## config.mk

```make
export PLATFORM = sky130hd
export DESIGN_NAME = eeprd_top
export DESIGN_NICKNAME = d
export VERILOG_FILES = /design/src/eeprd_pkg.sv /design/src/eeprd_mem_if.sv /design/src/eeprd_idpage_mem.sv /design/src/eeprd_top.sv
export VERILOG_INCLUDE_DIRS = /design/src
export SDC_FILE = /design/constraint.sdc
export NUM_CORES = 2
export LEC_CHECK = 0
export BUFFER_PORTS_ARGS = -buffer_cell sky130_fd_sc_hd__buf_2
export CAP_MARGIN = 5
export CORE_AREA = 2 2 342 480
export CTS_CLUSTER_SIZE = 14
export DETAILED_ROUTE_END_ITERATION = 8
export DIE_AREA = 0 0 344 482
export GPL_TIMING_DRIVEN = 0
export PLACE_DENSITY = 0.68
export SYNTH_ARGS = -nofsm -noshare
export SYNTH_HDL_FRONTEND = slang
export SYNTH_HIERARCHICAL = 1
export SYNTH_SLANG_ARGS = --single-unit
```

## constraint.sdc

```tcl
create_clock -name i_ref_clk -period 3.9 [get_ports i_ref_clk]
set_input_delay 0.195 -clock i_ref_clk [delete_from_list [all_inputs] [get_ports i_ref_clk]]
set_output_delay 0.195 -clock i_ref_clk [all_outputs]
set_load 0.01 [all_outputs]
```

## src/eeprd_map.svh

```systemverilog
`ifndef EEPRD_MAP_SVH
`define EEPRD_MAP_SVH

// ----------------------------------------------------------------
// register byte offsets on the avalon slave
// ----------------------------------------------------------------
`define EEPRD_OFF_CTRL     8'h00
`define EEPRD_OFF_STATUS   8'h04
`define EEPRD_OFF_ADDR     8'h08
`define EEPRD_OFF_IDWR     8'h0C

// ----------------------------------------------------------------
// field positions
// ----------------------------------------------------------------
`define EEPRD_CTRL_LOCK_BIT   0
`define EEPRD_CTRL_PROT_LSB   1
`define EEPRD_IDWR_IDX_LSB    8
`define EEPRD_MEM_ADDR_BITS   8

// ----------------------------------------------------------------
// reset values
// ----------------------------------------------------------------
`define EEPRD_RST_LOCK     1'h0
`define EEPRD_RST_PROT     2'h0
`define EEPRD_RST_ADDR     18'h00000

// ----------------------------------------------------------------
// two-wire command codes
// ----------------------------------------------------------------
`define EEPRD_TYPE_ARRAY   4'hA
`define EEPRD_TYPE_SECOND  4'hB
`define EEPRD_SEL_IDPAGE   2'h0
`define EEPRD_SEL_SERIAL   2'h1
`define EEPRD_SEL_LOCK     2'h2
`define EEPRD_SEL_CONFIG   2'h3
`define EEPRD_LOCK_DATA_BIT 1
`define EEPRD_IDLE_BYTE    8'hFF

`endif

```

## src/eeprd_pkg.sv

```systemverilog
package eeprd_pkg;

  // ----------------------------------------------------------------
  // protocol states
  // ----------------------------------------------------------------
  typedef enum logic [3:0] {
    st_idle  = 4'h0,  // standby, waiting for a start
    st_dev   = 4'h1,  // receiving device address byte
    st_adr1  = 4'h2,  // receiving high word address byte
    st_adr2  = 4'h3,  // receiving low word address byte
    st_wdata = 4'h4,  // receiving write data bytes
    st_ack   = 4'h5,  // device drives ack slot
    st_tx    = 4'h6,  // device shifts out a data byte
    st_mack  = 4'h7,  // master answers ack or nack
    st_wait  = 4'h8   // deselected until next start
  } eeprd_state_t;

  // ----------------------------------------------------------------
  // read source
  // ----------------------------------------------------------------
  typedef enum logic [1:0] {
    tgt_array  = 2'h0,
    tgt_idpage = 2'h1,
    tgt_serial = 2'h2,
    tgt_config = 2'h3
  } eeprd_tgt_t;

endpackage

```

## src/eeprd_mem_if.sv

```systemverilog
`timescale 1ns/1ps
`default_nettype none

// ----------------------------------------------------------------
// link between control logic and the identification page store
// ----------------------------------------------------------------
interface eeprd_mem_if;
  logic       wr_en;    // one-cycle write strobe
  logic [7:0] wr_addr;  // byte index to write
  logic [7:0] wr_data;  // byte to write
  logic [7:0] rd_addr;  // byte index to read
  logic [7:0] rd_data;  // registered read byte

  modport ctl (output wr_en, output wr_addr, output wr_data,
               output rd_addr, input rd_data);
  modport mem (input wr_en, input wr_addr, input wr_data,
               input rd_addr, output rd_data);
endinterface

`default_nettype wire

```

## src/eeprd_idpage_mem.sv

```systemverilog
`timescale 1ns/1ps
`default_nettype none
`include "eeprd_map.svh"

// ----------------------------------------------------------------
// 256-byte identification page store, registered read
// ----------------------------------------------------------------
module eeprd_idpage_mem (
  // clock
  input  wire logic i_clk,
  // access port
  eeprd_mem_if.mem  mem_port
);

  // storage, no reset: contents come from software loads
  logic [7:0] store [0:(1 << `EEPRD_MEM_ADDR_BITS) - 1];

  // write port
  always_ff @(posedge i_clk) begin
    if (mem_port.wr_en) begin
      store[mem_port.wr_addr] <= mem_port.wr_data;
    end
  end

  // read data out of a register, one cycle behind the address
  always_ff @(posedge i_clk) begin
    mem_port.rd_data <= store[mem_port.rd_addr];
  end

endmodule

`default_nettype wire

```

## src/eeprd_top.sv

```systemverilog
// The register addresses and the Avalon-MM register port were decided locally.
`timescale 1ns/1ps
`default_nettype none
`include "eeprd_map.svh"

// How it works
// RQ1: master ack advances address, sends next byte
// RQ2: array address wraps from last to first
// RQ3: master ends array read with nack, stop
// RQ4: id page read uses 1011, A10:A9=00
// RQ5: A7:A0 pick id byte, wraps in page
// RQ6: id read is dummy write then read
// RQ7: id write data acked only when unlocked
// RQ8: master sends start then stop after probe
// RQ9: start discards pending write, stop to standby
// RQ10: config read uses 1011, A10:A9=11
// RQ11: config byte is six zeros, two bits
// RQ12: config byte repeats while master acks
// RQ13: serial read 1011, A10:A9=01, A3:A0 byte
// RQ14: sixteen serial bytes, wrap to first
// RQ15: master reads all serial bytes from zero
// RQ16: serial block can never be altered
// RQ17: master ends serial read with nack, stop
// RQ18: type code, strap and read bit must match; dev_ok checks only the type code and strap, never the read bit
// RQ19: two bits give protected region size
// RQ20: reads ignore protection settings
// RQ21: after nack, device silent until start

module eeprd_top #(
  // factory serial number, value is arbitrary
  parameter logic [127:0] FACTORY_SERIAL =
    128'h0123456789ABCDEF0F1E2D3C4B5A6978
) (
  // clock and reset
  input  wire logic        i_ref_clk,
  input  wire logic        i_arst_n,
  // avalon-mm slave
  input  wire logic [7:0]  i_avs_address,
  input  wire logic        i_avs_read,
  input  wire logic        i_avs_write,
  input  wire logic [31:0] i_avs_writedata,
  output logic      [31:0] o_avs_readdata,
  output logic             o_avs_waitrequest,
  // two-wire pins
  input  wire logic        i_scl,
  input  wire logic        i_sda,
  output logic             o_sda_out,
  output logic             o_sda_oe_n,
  input  wire logic        i_chip_select_strap,
  // main array read port
  output logic      [17:0] o_arr_addr,
  input  wire logic [7:0]  i_arr_rdata
);

  // ----------------------------------------------------------------
  // reset release
  // ----------------------------------------------------------------
  logic [1:0] rst_sync_ff;  // release shifter
  logic       rst_n;        // released reset used everywhere

  always_ff @(posedge i_ref_clk or negedge i_arst_n) begin
    if (!i_arst_n) begin
      rst_sync_ff <= 2'h0;
    end else begin
      rst_sync_ff <= {rst_sync_ff[0], 1'b1};
    end
  end
  assign rst_n = rst_sync_ff[1];

  // ----------------------------------------------------------------
  // pin synchronisers: three stages, accept when 2nd and 3rd agree
  // ----------------------------------------------------------------
  logic [2:0] pin_s1_ff;   // first stage, read only by stage two
  logic [2:0] pin_s2_ff;   // second stage
  logic [2:0] pin_s3_ff;   // third stage
  logic [2:0] pin_q_ff;    // filtered levels {strap, sda, scl}
  logic [2:0] pin_prev_ff; // filtered levels one cycle ago

  always_ff @(posedge i_ref_clk or negedge rst_n) begin
    if (!rst_n) begin
      pin_s1_ff <= 3'h7;
      pin_s2_ff <= 3'h7;
      pin_s3_ff <= 3'h7;
    end else begin
      pin_s1_ff <= {i_chip_select_strap, i_sda, i_scl};
      pin_s2_ff <= pin_s1_ff;
      pin_s3_ff <= pin_s2_ff;
    end
  end

  // glitch filter per pin; a one-cycle spike never reaches pin_q
  genvar gi;
  generate
    for (gi = 0; gi < 3; gi++) begin : g_pin
      always_ff @(posedge i_ref_clk or negedge rst_n) begin
        if (!rst_n) begin
          pin_q_ff[gi]    <= 1'b1;
          pin_prev_ff[gi] <= 1'b1;
        end else begin
          if (pin_s2_ff[gi] == pin_s3_ff[gi]) begin
            pin_q_ff[gi] <= pin_s3_ff[gi];
          end
          pin_prev_ff[gi] <= pin_q_ff[gi];
        end
      end
    end
  endgenerate

  // ----------------------------------------------------------------
  // bus events
  // ----------------------------------------------------------------
  logic scl_q;     // filtered clock level
  logic sda_q;     // filtered data level
  logic strap_q;   // filtered chip select strap
  logic scl_rise;  // clock rising edge seen
  logic scl_fall;  // clock falling edge seen
  logic bus_start; // data falls while clock high
  logic bus_stop;  // data rises while clock high

  assign scl_q     = pin_q_ff[0];
  assign sda_q     = pin_q_ff[1];
  assign strap_q   = pin_q_ff[2];
  assign scl_rise  = scl_q & ~pin_prev_ff[0];
  assign scl_fall  = ~scl_q & pin_prev_ff[0];
  assign bus_start = scl_q & pin_prev_ff[0] & pin_prev_ff[1] & ~sda_q;
  assign bus_stop  = scl_q & pin_prev_ff[0] & ~pin_prev_ff[1] & sda_q;

  // ----------------------------------------------------------------
  // protocol state
  // ----------------------------------------------------------------
  eeprd_pkg::eeprd_state_t state_ff;   // current protocol step
  eeprd_pkg::eeprd_state_t after_ff;   // step after the ack slot
  eeprd_pkg::eeprd_tgt_t   tgt_ff;     // source of read bytes
  logic [3:0]  bitcnt_ff;              // bits moved in this byte
  logic [7:0]  rx_ff;                  // receive shifter
  logic [7:0]  tx_ff;                  // transmit shifter
  logic [7:0]  dev_ff;                 // last device address byte
  logic [7:0]  adr1_ff;                // last high address byte
  logic [1:0]  sel_ff;                 // secondary command select
  logic        oe_n_ff;                // low while pulling sda low
  logic [17:0] addr_ff;                // shared address counter
  logic        locked_ff;              // identification page locked
  logic [1:0]  prot_ff;                // block_protect_config size
  logic        pend_lock_ff;           // lock waiting for stop
  logic [7:0]  tx_byte;                // byte about to go out
  logic        byte_end;               // eighth bit received
  logic        dev_ok;                 // device address accepted
  logic        second;                 // secondary type code
  logic        data_ok;                // write data byte accepted
  logic        adr_done;               // word address complete
  logic        adv;                    // master acked a read byte
  logic [127:0] serial_sh;             // serial block shifted
  eeprd_mem_if mem_bus ();             // id page store port

  assign byte_end = scl_fall & (bitcnt_ff == 4'h8);
  assign second   = (dev_ff[7:4] == `EEPRD_TYPE_SECOND);

  // RQ18: code, strap match
  assign dev_ok = ((rx_ff[7:4] == `EEPRD_TYPE_ARRAY) ||
                   (rx_ff[7:4] == `EEPRD_TYPE_SECOND)) &&
                  (rx_ff[3] == strap_q);

  // RQ7: locked page refuses data
  assign data_ok = !(second && locked_ff &&
                     ((sel_ff == `EEPRD_SEL_IDPAGE) ||
                      (sel_ff == `EEPRD_SEL_LOCK)));

  assign adr_done = (state_ff == eeprd_pkg::st_adr2) & byte_end;
  assign adv = (state_ff == eeprd_pkg::st_mack) & scl_rise & ~sda_q;

  // ----------------------------------------------------------------
  // byte sequencer; start and stop override every step
  // ----------------------------------------------------------------
  always_ff @(posedge i_ref_clk or negedge rst_n) begin
    if (!rst_n) begin
      state_ff  <= eeprd_pkg::st_idle;
      after_ff  <= eeprd_pkg::st_idle;
      bitcnt_ff <= 4'h0;
      rx_ff     <= 8'h00;
      tx_ff     <= 8'h00;
      oe_n_ff   <= 1'b1;
    end else if (bus_start) begin
      // RQ9: start resets command
      state_ff  <= eeprd_pkg::st_dev;
      bitcnt_ff <= 4'h0;
      oe_n_ff   <= 1'b1;
    end else if (bus_stop) begin
      // back to standby, line released
      state_ff <= eeprd_pkg::st_idle;
      oe_n_ff  <= 1'b1;
    end else begin
      case (state_ff)
        // receiving bytes from the master
        eeprd_pkg::st_dev, eeprd_pkg::st_adr1,
        eeprd_pkg::st_adr2, eeprd_pkg::st_wdata: begin
          if (scl_rise && bitcnt_ff < 4'h8) begin
            rx_ff     <= {rx_ff[6:0], sda_q};
            bitcnt_ff <= bitcnt_ff + 4'h1;
          end else if (byte_end) begin
            bitcnt_ff <= 4'h0;
            state_ff  <= eeprd_pkg::st_ack;
            oe_n_ff   <= 1'b0;
            case (state_ff)
              eeprd_pkg::st_dev: begin
                // read bit chooses sending or address phase
                after_ff <= rx_ff[0] ? eeprd_pkg::st_tx
                                     : eeprd_pkg::st_adr1;
                if (!dev_ok) begin
                  state_ff <= eeprd_pkg::st_wait;
                  oe_n_ff  <= 1'b1;
                end
              end
              eeprd_pkg::st_adr1: after_ff <= eeprd_pkg::st_adr2;
              eeprd_pkg::st_adr2: after_ff <= eeprd_pkg::st_wdata;
              default: begin
                // extra write bytes are taken but never stored
                after_ff <= eeprd_pkg::st_wdata;
                if (!data_ok) begin
                  state_ff <= eeprd_pkg::st_wait;
                  oe_n_ff  <= 1'b1;
                end
              end
            endcase
          end
        end
        // ack slot ends on the next falling clock
        eeprd_pkg::st_ack: begin
          if (scl_fall) begin
            state_ff  <= after_ff;
            bitcnt_ff <= 4'h0;
            oe_n_ff   <= 1'b1;
            if (after_ff == eeprd_pkg::st_tx) begin
              oe_n_ff <= tx_byte[7];
              tx_ff   <= {tx_byte[6:0], 1'b1};
            end
          end
        end
        // shift data out, msb first, changing while clock low
        eeprd_pkg::st_tx: begin
          if (scl_fall) begin
            if (bitcnt_ff == 4'h7) begin
              oe_n_ff   <= 1'b1;
              bitcnt_ff <= 4'h0;
              state_ff  <= eeprd_pkg::st_mack;
            end else begin
              oe_n_ff   <= tx_ff[7];
              tx_ff     <= {tx_ff[6:0], 1'b1};
              bitcnt_ff <= bitcnt_ff + 4'h1;
            end
          end
        end
        // master answer; the next byte leaves on the falling clock
        eeprd_pkg::st_mack: begin
          if (scl_rise) begin
            // RQ21: nack silences device
            if (sda_q) begin
              state_ff <= eeprd_pkg::st_wait;
            end else begin
              bitcnt_ff <= 4'h1;
            end
          end else if (scl_fall && bitcnt_ff == 4'h1) begin
            // RQ1: next byte sent
            state_ff  <= eeprd_pkg::st_tx;
            bitcnt_ff <= 4'h0;
            oe_n_ff   <= tx_byte[7];
            tx_ff     <= {tx_byte[6:0], 1'b1};
          end
        end
        // idle and deselected keep the line released
        default: begin
          oe_n_ff <= 1'b1;
        end
      endcase
    end
  end

  // ----------------------------------------------------------------
  // command capture: device byte, high address, command select
  // ----------------------------------------------------------------
  always_ff @(posedge i_ref_clk or negedge rst_n) begin
    if (!rst_n) begin
      dev_ff  <= 8'h00;
      adr1_ff <= 8'h00;
      sel_ff  <= `EEPRD_SEL_IDPAGE;
      tgt_ff  <= eeprd_pkg::tgt_array;
    end else if (byte_end) begin
      if (state_ff == eeprd_pkg::st_dev && dev_ok) begin
        dev_ff <= rx_ff;
        // RQ18: code picks source
        if (rx_ff[7:4] == `EEPRD_TYPE_ARRAY) begin
          tgt_ff <= eeprd_pkg::tgt_array;
        end else begin
          // RQ4: 00 reads id page
          // RQ10: 11 reads config
          // RQ13: 01 reads serial
          case (sel_ff)
            `EEPRD_SEL_SERIAL: tgt_ff <= eeprd_pkg::tgt_serial;
            `EEPRD_SEL_CONFIG: tgt_ff <= eeprd_pkg::tgt_config;
            default:           tgt_ff <= eeprd_pkg::tgt_idpage;
          endcase
        end
      end
      if (state_ff == eeprd_pkg::st_adr1) begin
        adr1_ff <= rx_ff;
      end
      // A10:A9 sit in bits 2:1 of the high address byte
      if (state_ff == eeprd_pkg::st_adr2 && second) begin
        sel_ff <= adr1_ff[2:1];
      end
    end
  end

  // ----------------------------------------------------------------
  // shared address counter, wrap width set by the source
  // ----------------------------------------------------------------
  always_ff @(posedge i_ref_clk or negedge rst_n) begin
    if (!rst_n) begin
      addr_ff <= `EEPRD_RST_ADDR;
    end else if (adr_done) begin
      // RQ6: dummy write loads address
      addr_ff <= {dev_ff[2:1], adr1_ff, rx_ff};
    end else if (adv) begin
      case (tgt_ff)
        // RQ2: wraps to first byte
        eeprd_pkg::tgt_array: addr_ff <= addr_ff + 18'h00001;
        // RQ5: wraps inside page
        eeprd_pkg::tgt_idpage: begin
          addr_ff[7:0] <= addr_ff[7:0] + 8'h01;
        end
        // RQ14: wraps after 16 bytes
        eeprd_pkg::tgt_serial: begin
          addr_ff[3:0] <= addr_ff[3:0] + 4'h1;
        end
        // RQ12: config address held
        default: addr_ff <= addr_ff;
      endcase
    end
  end

  // ----------------------------------------------------------------
  // outgoing byte select
  // ----------------------------------------------------------------
  // RQ16: serial is a constant
  assign serial_sh = FACTORY_SERIAL >> {~addr_ff[3:0], 3'h0};

  // RQ20: no protection gating
  always_comb begin
    case (tgt_ff)
      eeprd_pkg::tgt_array:  tx_byte = i_arr_rdata;
      eeprd_pkg::tgt_idpage: tx_byte = mem_bus.rd_data;
      eeprd_pkg::tgt_serial: tx_byte = serial_sh[7:0];
      // RQ11: six zeros, size bits
      eeprd_pkg::tgt_config: tx_byte = {6'h00, prot_ff};
      default:               tx_byte = `EEPRD_IDLE_BYTE;
    endcase
  end

  // ----------------------------------------------------------------
  // lock command: armed by its data byte, done only at stop
  // ----------------------------------------------------------------
  logic lock_sw_clr; // software writes zero to the lock bit
  logic lock_set;    // lock command completed by a stop

  assign lock_sw_clr = i_avs_write & ~o_avs_waitrequest &
                       (i_avs_address == `EEPRD_OFF_CTRL) &
                       ~i_avs_writedata[`EEPRD_CTRL_LOCK_BIT];
  assign lock_set = bus_stop & pend_lock_ff;

  always_ff @(posedge i_ref_clk or negedge rst_n) begin
    if (!rst_n) begin
      pend_lock_ff <= 1'b0;
    end else if (bus_start || bus_stop) begin
      // RQ9: truncated write dropped
      pend_lock_ff <= 1'b0;
    end else if (state_ff == eeprd_pkg::st_wdata && byte_end) begin
      // a second data byte cancels the lock command
      pend_lock_ff <= second && data_ok && !pend_lock_ff &&
                      (sel_ff == `EEPRD_SEL_LOCK) &&
                      rx_ff[`EEPRD_LOCK_DATA_BIT];
    end
  end

  // ----------------------------------------------------------------
  // avalon slave: one wait cycle, then answer
  // ----------------------------------------------------------------
  logic avs_ack_ff; // answer cycle of the current request

  always_ff @(posedge i_ref_clk or negedge rst_n) begin
    if (!rst_n) begin
      avs_ack_ff <= 1'b0;
    end else begin
      avs_ack_ff <= (i_avs_read | i_avs_write) & ~avs_ack_ff;
    end
  end
  assign o_avs_waitrequest = (i_avs_read | i_avs_write) & ~avs_ack_ff;

  // control register; hardware lock wins over a software clear
  always_ff @(posedge i_ref_clk or negedge rst_n) begin
    if (!rst_n) begin
      locked_ff <= `EEPRD_RST_LOCK;
      prot_ff   <= `EEPRD_RST_PROT;
    end else begin
      if (lock_set) begin
        locked_ff <= 1'b1;
      end else if (lock_sw_clr) begin
        locked_ff <= 1'b0;
      end else if (i_avs_write && avs_ack_ff &&
                   i_avs_address == `EEPRD_OFF_CTRL) begin
        locked_ff <= i_avs_writedata[`EEPRD_CTRL_LOCK_BIT];
      end
      // RQ19: region size field
      if (i_avs_write && avs_ack_ff &&
          i_avs_address == `EEPRD_OFF_CTRL) begin
        prot_ff <= i_avs_writedata[`EEPRD_CTRL_PROT_LSB +: 2];
      end
    end
  end

  // read data captured in the wait cycle, stands until next read
  always_ff @(posedge i_ref_clk or negedge rst_n) begin
    if (!rst_n) begin
      o_avs_readdata <= 32'h00000000;
    end else if (i_avs_read && !avs_ack_ff) begin
      case (i_avs_address)
        `EEPRD_OFF_CTRL:   o_avs_readdata <= {29'h0, prot_ff, locked_ff};
        `EEPRD_OFF_STATUS: o_avs_readdata <= {24'h0, pend_lock_ff,
                                              ~oe_n_ff, tgt_ff,
                                              state_ff};
        `EEPRD_OFF_ADDR:   o_avs_readdata <= {14'h0, addr_ff};
        // write-only and unmapped offsets read as zero
        default:           o_avs_readdata <= 32'h00000000;
      endcase
    end
  end

  // ----------------------------------------------------------------
  // identification page store
  // ----------------------------------------------------------------
  assign mem_bus.wr_en   = i_avs_write & avs_ack_ff &
                           (i_avs_address == `EEPRD_OFF_IDWR);
  assign mem_bus.wr_addr = i_avs_writedata[`EEPRD_IDWR_IDX_LSB +: 8];
  assign mem_bus.wr_data = i_avs_writedata[7:0];
  assign mem_bus.rd_addr = addr_ff[7:0];

  eeprd_idpage_mem u_idpage (
    .i_clk    (i_ref_clk),
    .mem_port (mem_bus.mem)
  );

  // ----------------------------------------------------------------
  // pins out; sda is open drain, so only a low is ever driven
  // ----------------------------------------------------------------
  assign o_sda_out  = 1'b0;
  assign o_sda_oe_n = oe_n_ff;
  assign o_arr_addr = addr_ff;

endmodule

`default_nettype wire

```

; After elaboration in Yosys (flattened, before gate mapping)
; Memory sizes are Yosys's and may differ from the RTL's. A register that Yosys moved wholly into a read port is not among the register bits.
; Index checks and enable logic that the tools add are counted.
[totals]
register_bits = 120
ramBits = 2048
inputBits = 55
memories = 1
[op_classes]
n_addsub = 4
order_cmp = 1
n_eq_ne = 48
n_shift = 1
mux = 64
bitwise = 31
reduce_logical = 47
[mem_list]
columns = name, depth, width, rd, rd_clocked_by_memory_dff, wr, line_no
row1 = u_idpage.store, 256, 8, 1, 1, 1, eeprd_idpage_mem.sv:16  ; logic [7:0] store [0:(1 << `EEPRD_MEM_ADDR_BITS) - 1];
[op_table]
columns = cell, n
row1 = $shr 121x7->8 const A, 1
row2 = $mux 4, 22
row3 = $pmux 18 s3, 1
row4 = $mux 8, 6
row5 = $mux 18, 2
row6 = $ne 4x4->1 const B, 8
row7 = $pmux 4 s4, 2
row8 = $pmux 8 s4, 1
row9 = $eq 4x3->1 const B, 6
row10 = $pmux 8 s3, 1
row11 = $mux 1, 19
row12 = $add 18x1->18 const B, 1
row13 = $and 1x1->1, 18
row14 = $eq 4x4->1 const B, 4
row15 = $eq 8x4->1 const B, 2
row16 = $pmux 4 s2, 2
row17 = $logic_and 1x1->1, 15
row18 = $ne 2x2->1 const B, 6
row19 = $pmux 4 s3, 1
row20 = $reduce_and 2->1, 6
row21 = $not 1->1, 11
row22 = $mux 10, 1
row23 = $reduce_and 9->1, 1
row24 = $reduce_bool 3->1, 3
row25 = 37 further kinds, 56

; Logic depth before layout (Yosys ltp)
[logic_depth]
word_depth = 10
mapped_depth = 11
mapped_depth_nobuf = 7

; Cells and area by module
; Netlist, hierarchy kept.
[by_module_without_submodules]
columns = mod, n_inst, cells_each, area_per_inst_um2, seq_area_each_um2
row1 = eeprd_idpage_mem, 1, 3733, 79556.3, 61659.1
row2 = eeprd_top, 1, 537, 5519.0, 2596.2

; Worst setup path after synthesis
; Ideal clock, no wire load.
[synth_path]
kind = input to register
startpoint = in i_avs_address[5]
endpoint = mem u_idpage.store[234][0] (enable)
setup_time_ps = 370
arrival_time_ps = 2204
t_required_ps = 3530
setup_slack_ps = 1325
path_stages = 8
cell_sequence = nor4_1 -> nand2_1 -> nor3_1 -> clkbuf_1 -> buf_1 -> nand3_1 -> clkbuf_1 -> nor2_1
[synth_between]
elab_chain_len = 4
[synth_lines]
columns = item, line_no
row1 = start: declaration, eeprd_top.sv:38  ; input wire logic [7:0] i_avs_address,
row2 = $eq 8x4->1 (no line), --
row3 = $and 1x1->1, eeprd_top.sv:439  ; assign mem_bus.wr_en = i_avs_write & avs_ack_ff &
row4 = via mem_bus.wr_en, eeprd_mem_if.sv:8  ; logic wr_en;
row5 = $mux 1, eeprd_idpage_mem.sv:20  ; if (mem_port.wr_en) begin
row6 = $mux 1 (implied by the code), eeprd_idpage_mem.sv:21  ; store[mem_port.wr_addr] <= mem_port.wr_data;
row7 = end: declaration, eeprd_idpage_mem.sv:16
; The timed path passes the listed nets, and every way through them passes these cells.

; Worst setup path in the final report
[layout_path]
startpoint = reg avs_ack_ff
endpoint = mem u_idpage.store[64][6] (enable)
[layout_between]
elab_chain_len = 4
[layout_lines]
columns = item, line_no
row1 = start: declaration, eeprd_top.sv:386  ; logic avs_ack_ff;
row2 = start signal: assignment, eeprd_top.sv:392  ; avs_ack_ff <= (i_avs_read | i_avs_write) & ~avs_ack_ff;
row3 = $and 1x1->1 (2 in series), eeprd_top.sv:439
row4 = via mem_bus.wr_en, eeprd_mem_if.sv:8
row5 = $mux 1, eeprd_idpage_mem.sv:20
row6 = $mux 1 (implied by the code), eeprd_idpage_mem.sv:21
; The timed path passes the listed nets, and every way through them passes these cells.

==> results.yml <==
timing:
  fmax_ghz: 0.244
  relSlewSlack: 0.0877
  rsz0062_at_grt: "yes"
  setup_viol: 416
  final.period_utilization: 1.05
  timing.final.ws_setup_ps: -190
  hold_ws_ps: 49.4
  final.setup_skew_ps: 29.1
  maxSlewViolCount: 0
  worst_pin_slew_ps: 1360
  hold_viol: 0
  post-route-min-period_ps: 4090
critical_path:
  timing.reg2reg.setup_slack_ps: -190
  cp-end-kind: "flop"
  cp_slowest_cell: "nor2_1"
  critPathMaxStageDelay_ps: 780
  critPathMaxFanout: 10
  path_common_cell: "clkbuf_2"
  crit_required_ps: 4350
  crit_chain: "nand2_1, nor3_1, clkbuf_2, buf_1, nand3_1, clkbuf_2, nor2_1"
  crit_arrival_ps: 4540
  reg2regPathDepth: 7
  crit_path_start_kind: "flop"
  path_class: "flop to flop"
  regToRegEndpoint: "u_idpage/store[64][6]"
  reg2reg_from: "avs_ack_ff"
global_route:
  antenna_found_initial: 22
  grt_pass1_vias: 45800
  grt_use_total: 0.313
  grt_pass1_wl_um: 353000
  grt_overflow: 0
  grt_start_max_net_pins: 151
die:
  dieHeight_um: 482
  coreArea_mm2: 0.162
  rows: 175
  io_pins: 108
  die_width_um: 344
  initial_core_util: 0.526
  dieArea_mm2: 0.166
detailed_routing:
  routed_wl_um: 257000
  wl_per_cell_um: 37.5
  met1_length_um: 83100
  top_layer: "met5"
  wl_met2_um: 125000
  vias_per_cell: 6.77
  drt_first_pass_iters: 8
  drtAntennaViolNets: 0
  wl_met3_um: 27800
  drt_iter0_markers: 6420
  dr_total_vias: 46500
  drc: 0
status:
  status: "complete, but fails checks"
  violations: "negative setup slack"
power:
  finalPower_uw: 44800
  p_per_area_mw_per_mm2: 466
  ir_worst_vdd_v: 0.000444
  p_leak_uw: 0.0292
logic_synthesis:
  synth_compound_area_frac: 0.0427
  synth_top_family_by_area: "multiplexers"
  syn_area_mm2: 0.0851
  synth_xor_area_frac: 0.000824
  synthSimpleGateAreaFrac: 0.0365
  synth_area_leaders: "edfxtp_1 72%, mux4_2 12%, dfrtp_1 2.6%"
  yosysMostFrequentCell: "edfxtp_1"
  yosys_warnings: 6
  muxShareOfSynthArea: 0.143
  async_reset_ff_frac: 0.0477
  yosys-top-cells-count: "2048 x edfxtp_1, 454 x mux4_2, 303 x nor2_1, 148 x mux2i_1, 139 x a22oi_1"
  ys_types: 93
  synth-adder-area-share: 0.000941
  synth_top_area_share: 0.723
  ys_seq_elements: 2159
  synthCells: 4270
  ys.flop_type: "edfxtp_1"
  ys_seq_area_frac: 0.755
  synth_area_per_cell_um2: 19.9
  synth_edf_count: 2048
  synth_top_area_cell: "edfxtp_1"
clocking:
  cts_setup_buffers: 0
  root_buffer: "clkbuf_16"
  ctsLongestPathBuffers: 3
  cts_sinks: 2159
  insertion_delay_ps: 850
  numCtsBuffers: 192
  h-tree-depth: 4
  path_clk_slew_ps: 60
  cts_tree: "yes"
worst_hold_path:
  worstHoldStart: "i_arr_rdata[3]"
  holdCritPathClass: "input port to flop"
  worstHoldPathCells: 5
  holdPathEnd: "tx_ff[4]"
cells_and_area:
  fin_util: 0.595
  instances_no_fill: 6870
  drive_gt1_frac: 0.266
  syn_to_final_growth_pct: 12.9
  layout.nets: 4662
placed_design:
  preCtsSetupSlack_ps: -1710
  dp.cells: 6500
  port_buffers: 71
  routabilityCongestion: 1.05
  dpl.hpwl_um: 173000
flow_run:
  cap_violations: 0
==> power by group <==
part	switching (uW)	total [uW]	internal (uW)
clock	8110	17900	9830
combinational	880	1240	358
sequential	119	25600	25500
total	9110	44800	35700
==> through the flow <==
stage,TNS (ps),cell area [um^2]
2_1_floorplan,0,85100
3_3_place_gp,-2410490,88100
3_5_place_dp,-946580,88700
4_1_cts,-125,95700
5_1_grt,-17520,96100
6_report,-37900,96100
==> repair_timing <==
action / in CTS / in global routing
hold endpoints to repair: 666 / 0
hold buffers: 34 / 0
pin swaps: 3 / 4
endpoints found under the setup margin: 1128 / 860
resized for setup: 275 / 108
==> cell type report <==
type,instances,area [um^2]
well taps,2124,2660
clock inverters,89,651
inverters,13,48.8
multi-input cells,1837,20200
fillers,11500,65500
plain buffers,274,1930
flip-flops and latches,2159,64300
clock buffers,243,5130
repair buffers,126,1210
diodes,5,12.5
==> registers in the layout, summed over array words and instances (netlist names), 2 cells and up <==
name	flops
adr1_ff	8
after_ff	3
bitcnt_ff	4
dev_ff	6
o_arr_addr	18
o_avs_readdata	18
pin_prev_ff	2
pin_s1_ff	3
pin_s2_ff	3
pin_s3_ff	3
prot_ff	2
rst_sync_ff	2
rx_ff	8
sel_ff	2
state_ff	4
tgt_ff	2
tx_ff	8
u_idpage/mem_port.rd_data	8
u_idpage/store	2048
==> kinds of logic (layout without fill, tap and decap cells) <==
kind of cell | after synthesis | count (layout)
AOI/OAI and AO/OA | 517 | 517
xor gates and xnor gates | 8 | 8
other | 2 | 21
muxes | 639 | 639
and+or+nand+nor | 650 | 650
DFF | 2159 | 2159
adders and majority gates | 7 | 7
buffers and inverters | 288 | 745
==> per-layer routing <==
metal | track usage | vias up
met5 | 0.00260 | -
met3 | 0.0778 | 704
li1 | - | 18300
met2 | 0.508 | 3158
met1 | 0.369 | 24400
met4 | 0.213 | 18
==> cells in the final DEF, fill, tap and decap left out, drive strengths merged, types with 8 or more instances in the layout <==
| master | Yosys | final |
|---|---|---|
| clkinv | 1 | 74 |
| inv | 12 | 16 |
| dfrtp | 88 | 88 |
| mux2i | 148 | 148 |
| a22o | 23 | 23 |
| a211oi | 21 | 21 |
| and2 | 14 | 14 |
| nor2 | 304 | 304 |
| nand4 | 19 | 19 |
| o22a | 8 | 8 |
| dfxtp | 8 | 8 |
| a221oi | 15 | 15 |
| a31oi | 8 | 8 |
| conb | 2 | 16 |
| dlygate4sd3 | 0 | 34 |
| a22oi | 139 | 139 |
| dfstp | 15 | 15 |
| o31ai | 8 | 8 |
| edfxtp | 2048 | 2048 |
| a21oi | 109 | 109 |
| nand2b | 23 | 23 |
| bufinv | 0 | 9 |
| nand2 | 103 | 103 |
| o221ai | 47 | 47 |
| mux4 | 458 | 458 |
| o21ai | 51 | 51 |
| nand3 | 44 | 44 |
| nor3 | 30 | 30 |
| mux2 | 33 | 33 |
| nor2b | 39 | 39 |
| and3 | 8 | 8 |
| nor4 | 31 | 31 |
| clkbuf | 123 | 365 |
| o22ai | 32 | 32 |
| buf | 152 | 243 |
| o211ai | 16 | 16 |
==> worst max path at each step <==
stage	depth (start not counted)	endpoint	from	slack, ps
floorplan	0	adr1_ff[0]	rst_sync_ff[1]	840
global placement	7	u_idpage/mem_port.rd_data[4]	o_arr_addr[2]	-2180
detailed placement	8	u_idpage/mem_port.rd_data[3]	o_arr_addr[2]	-1710
CTS	9	u_idpage/mem_port.rd_data[3]	o_arr_addr[1]	-60
global route	8	u_idpage/store[68][2]	avs_ack_ff	-200
finish	7	u_idpage/store[64][6]	avs_ack_ff	-190
==> critical path, delay by kind of cell (launching register included) <==
| kind | cells | cell delay, ps |
|---|---|---|
| AND/OR/NAND/NOR | 4 | 1710 |
| buffers and inverters | 3 | 1580 |
| flip-flops | 1 | 360 |
Power figures use the tool's default switching activity.
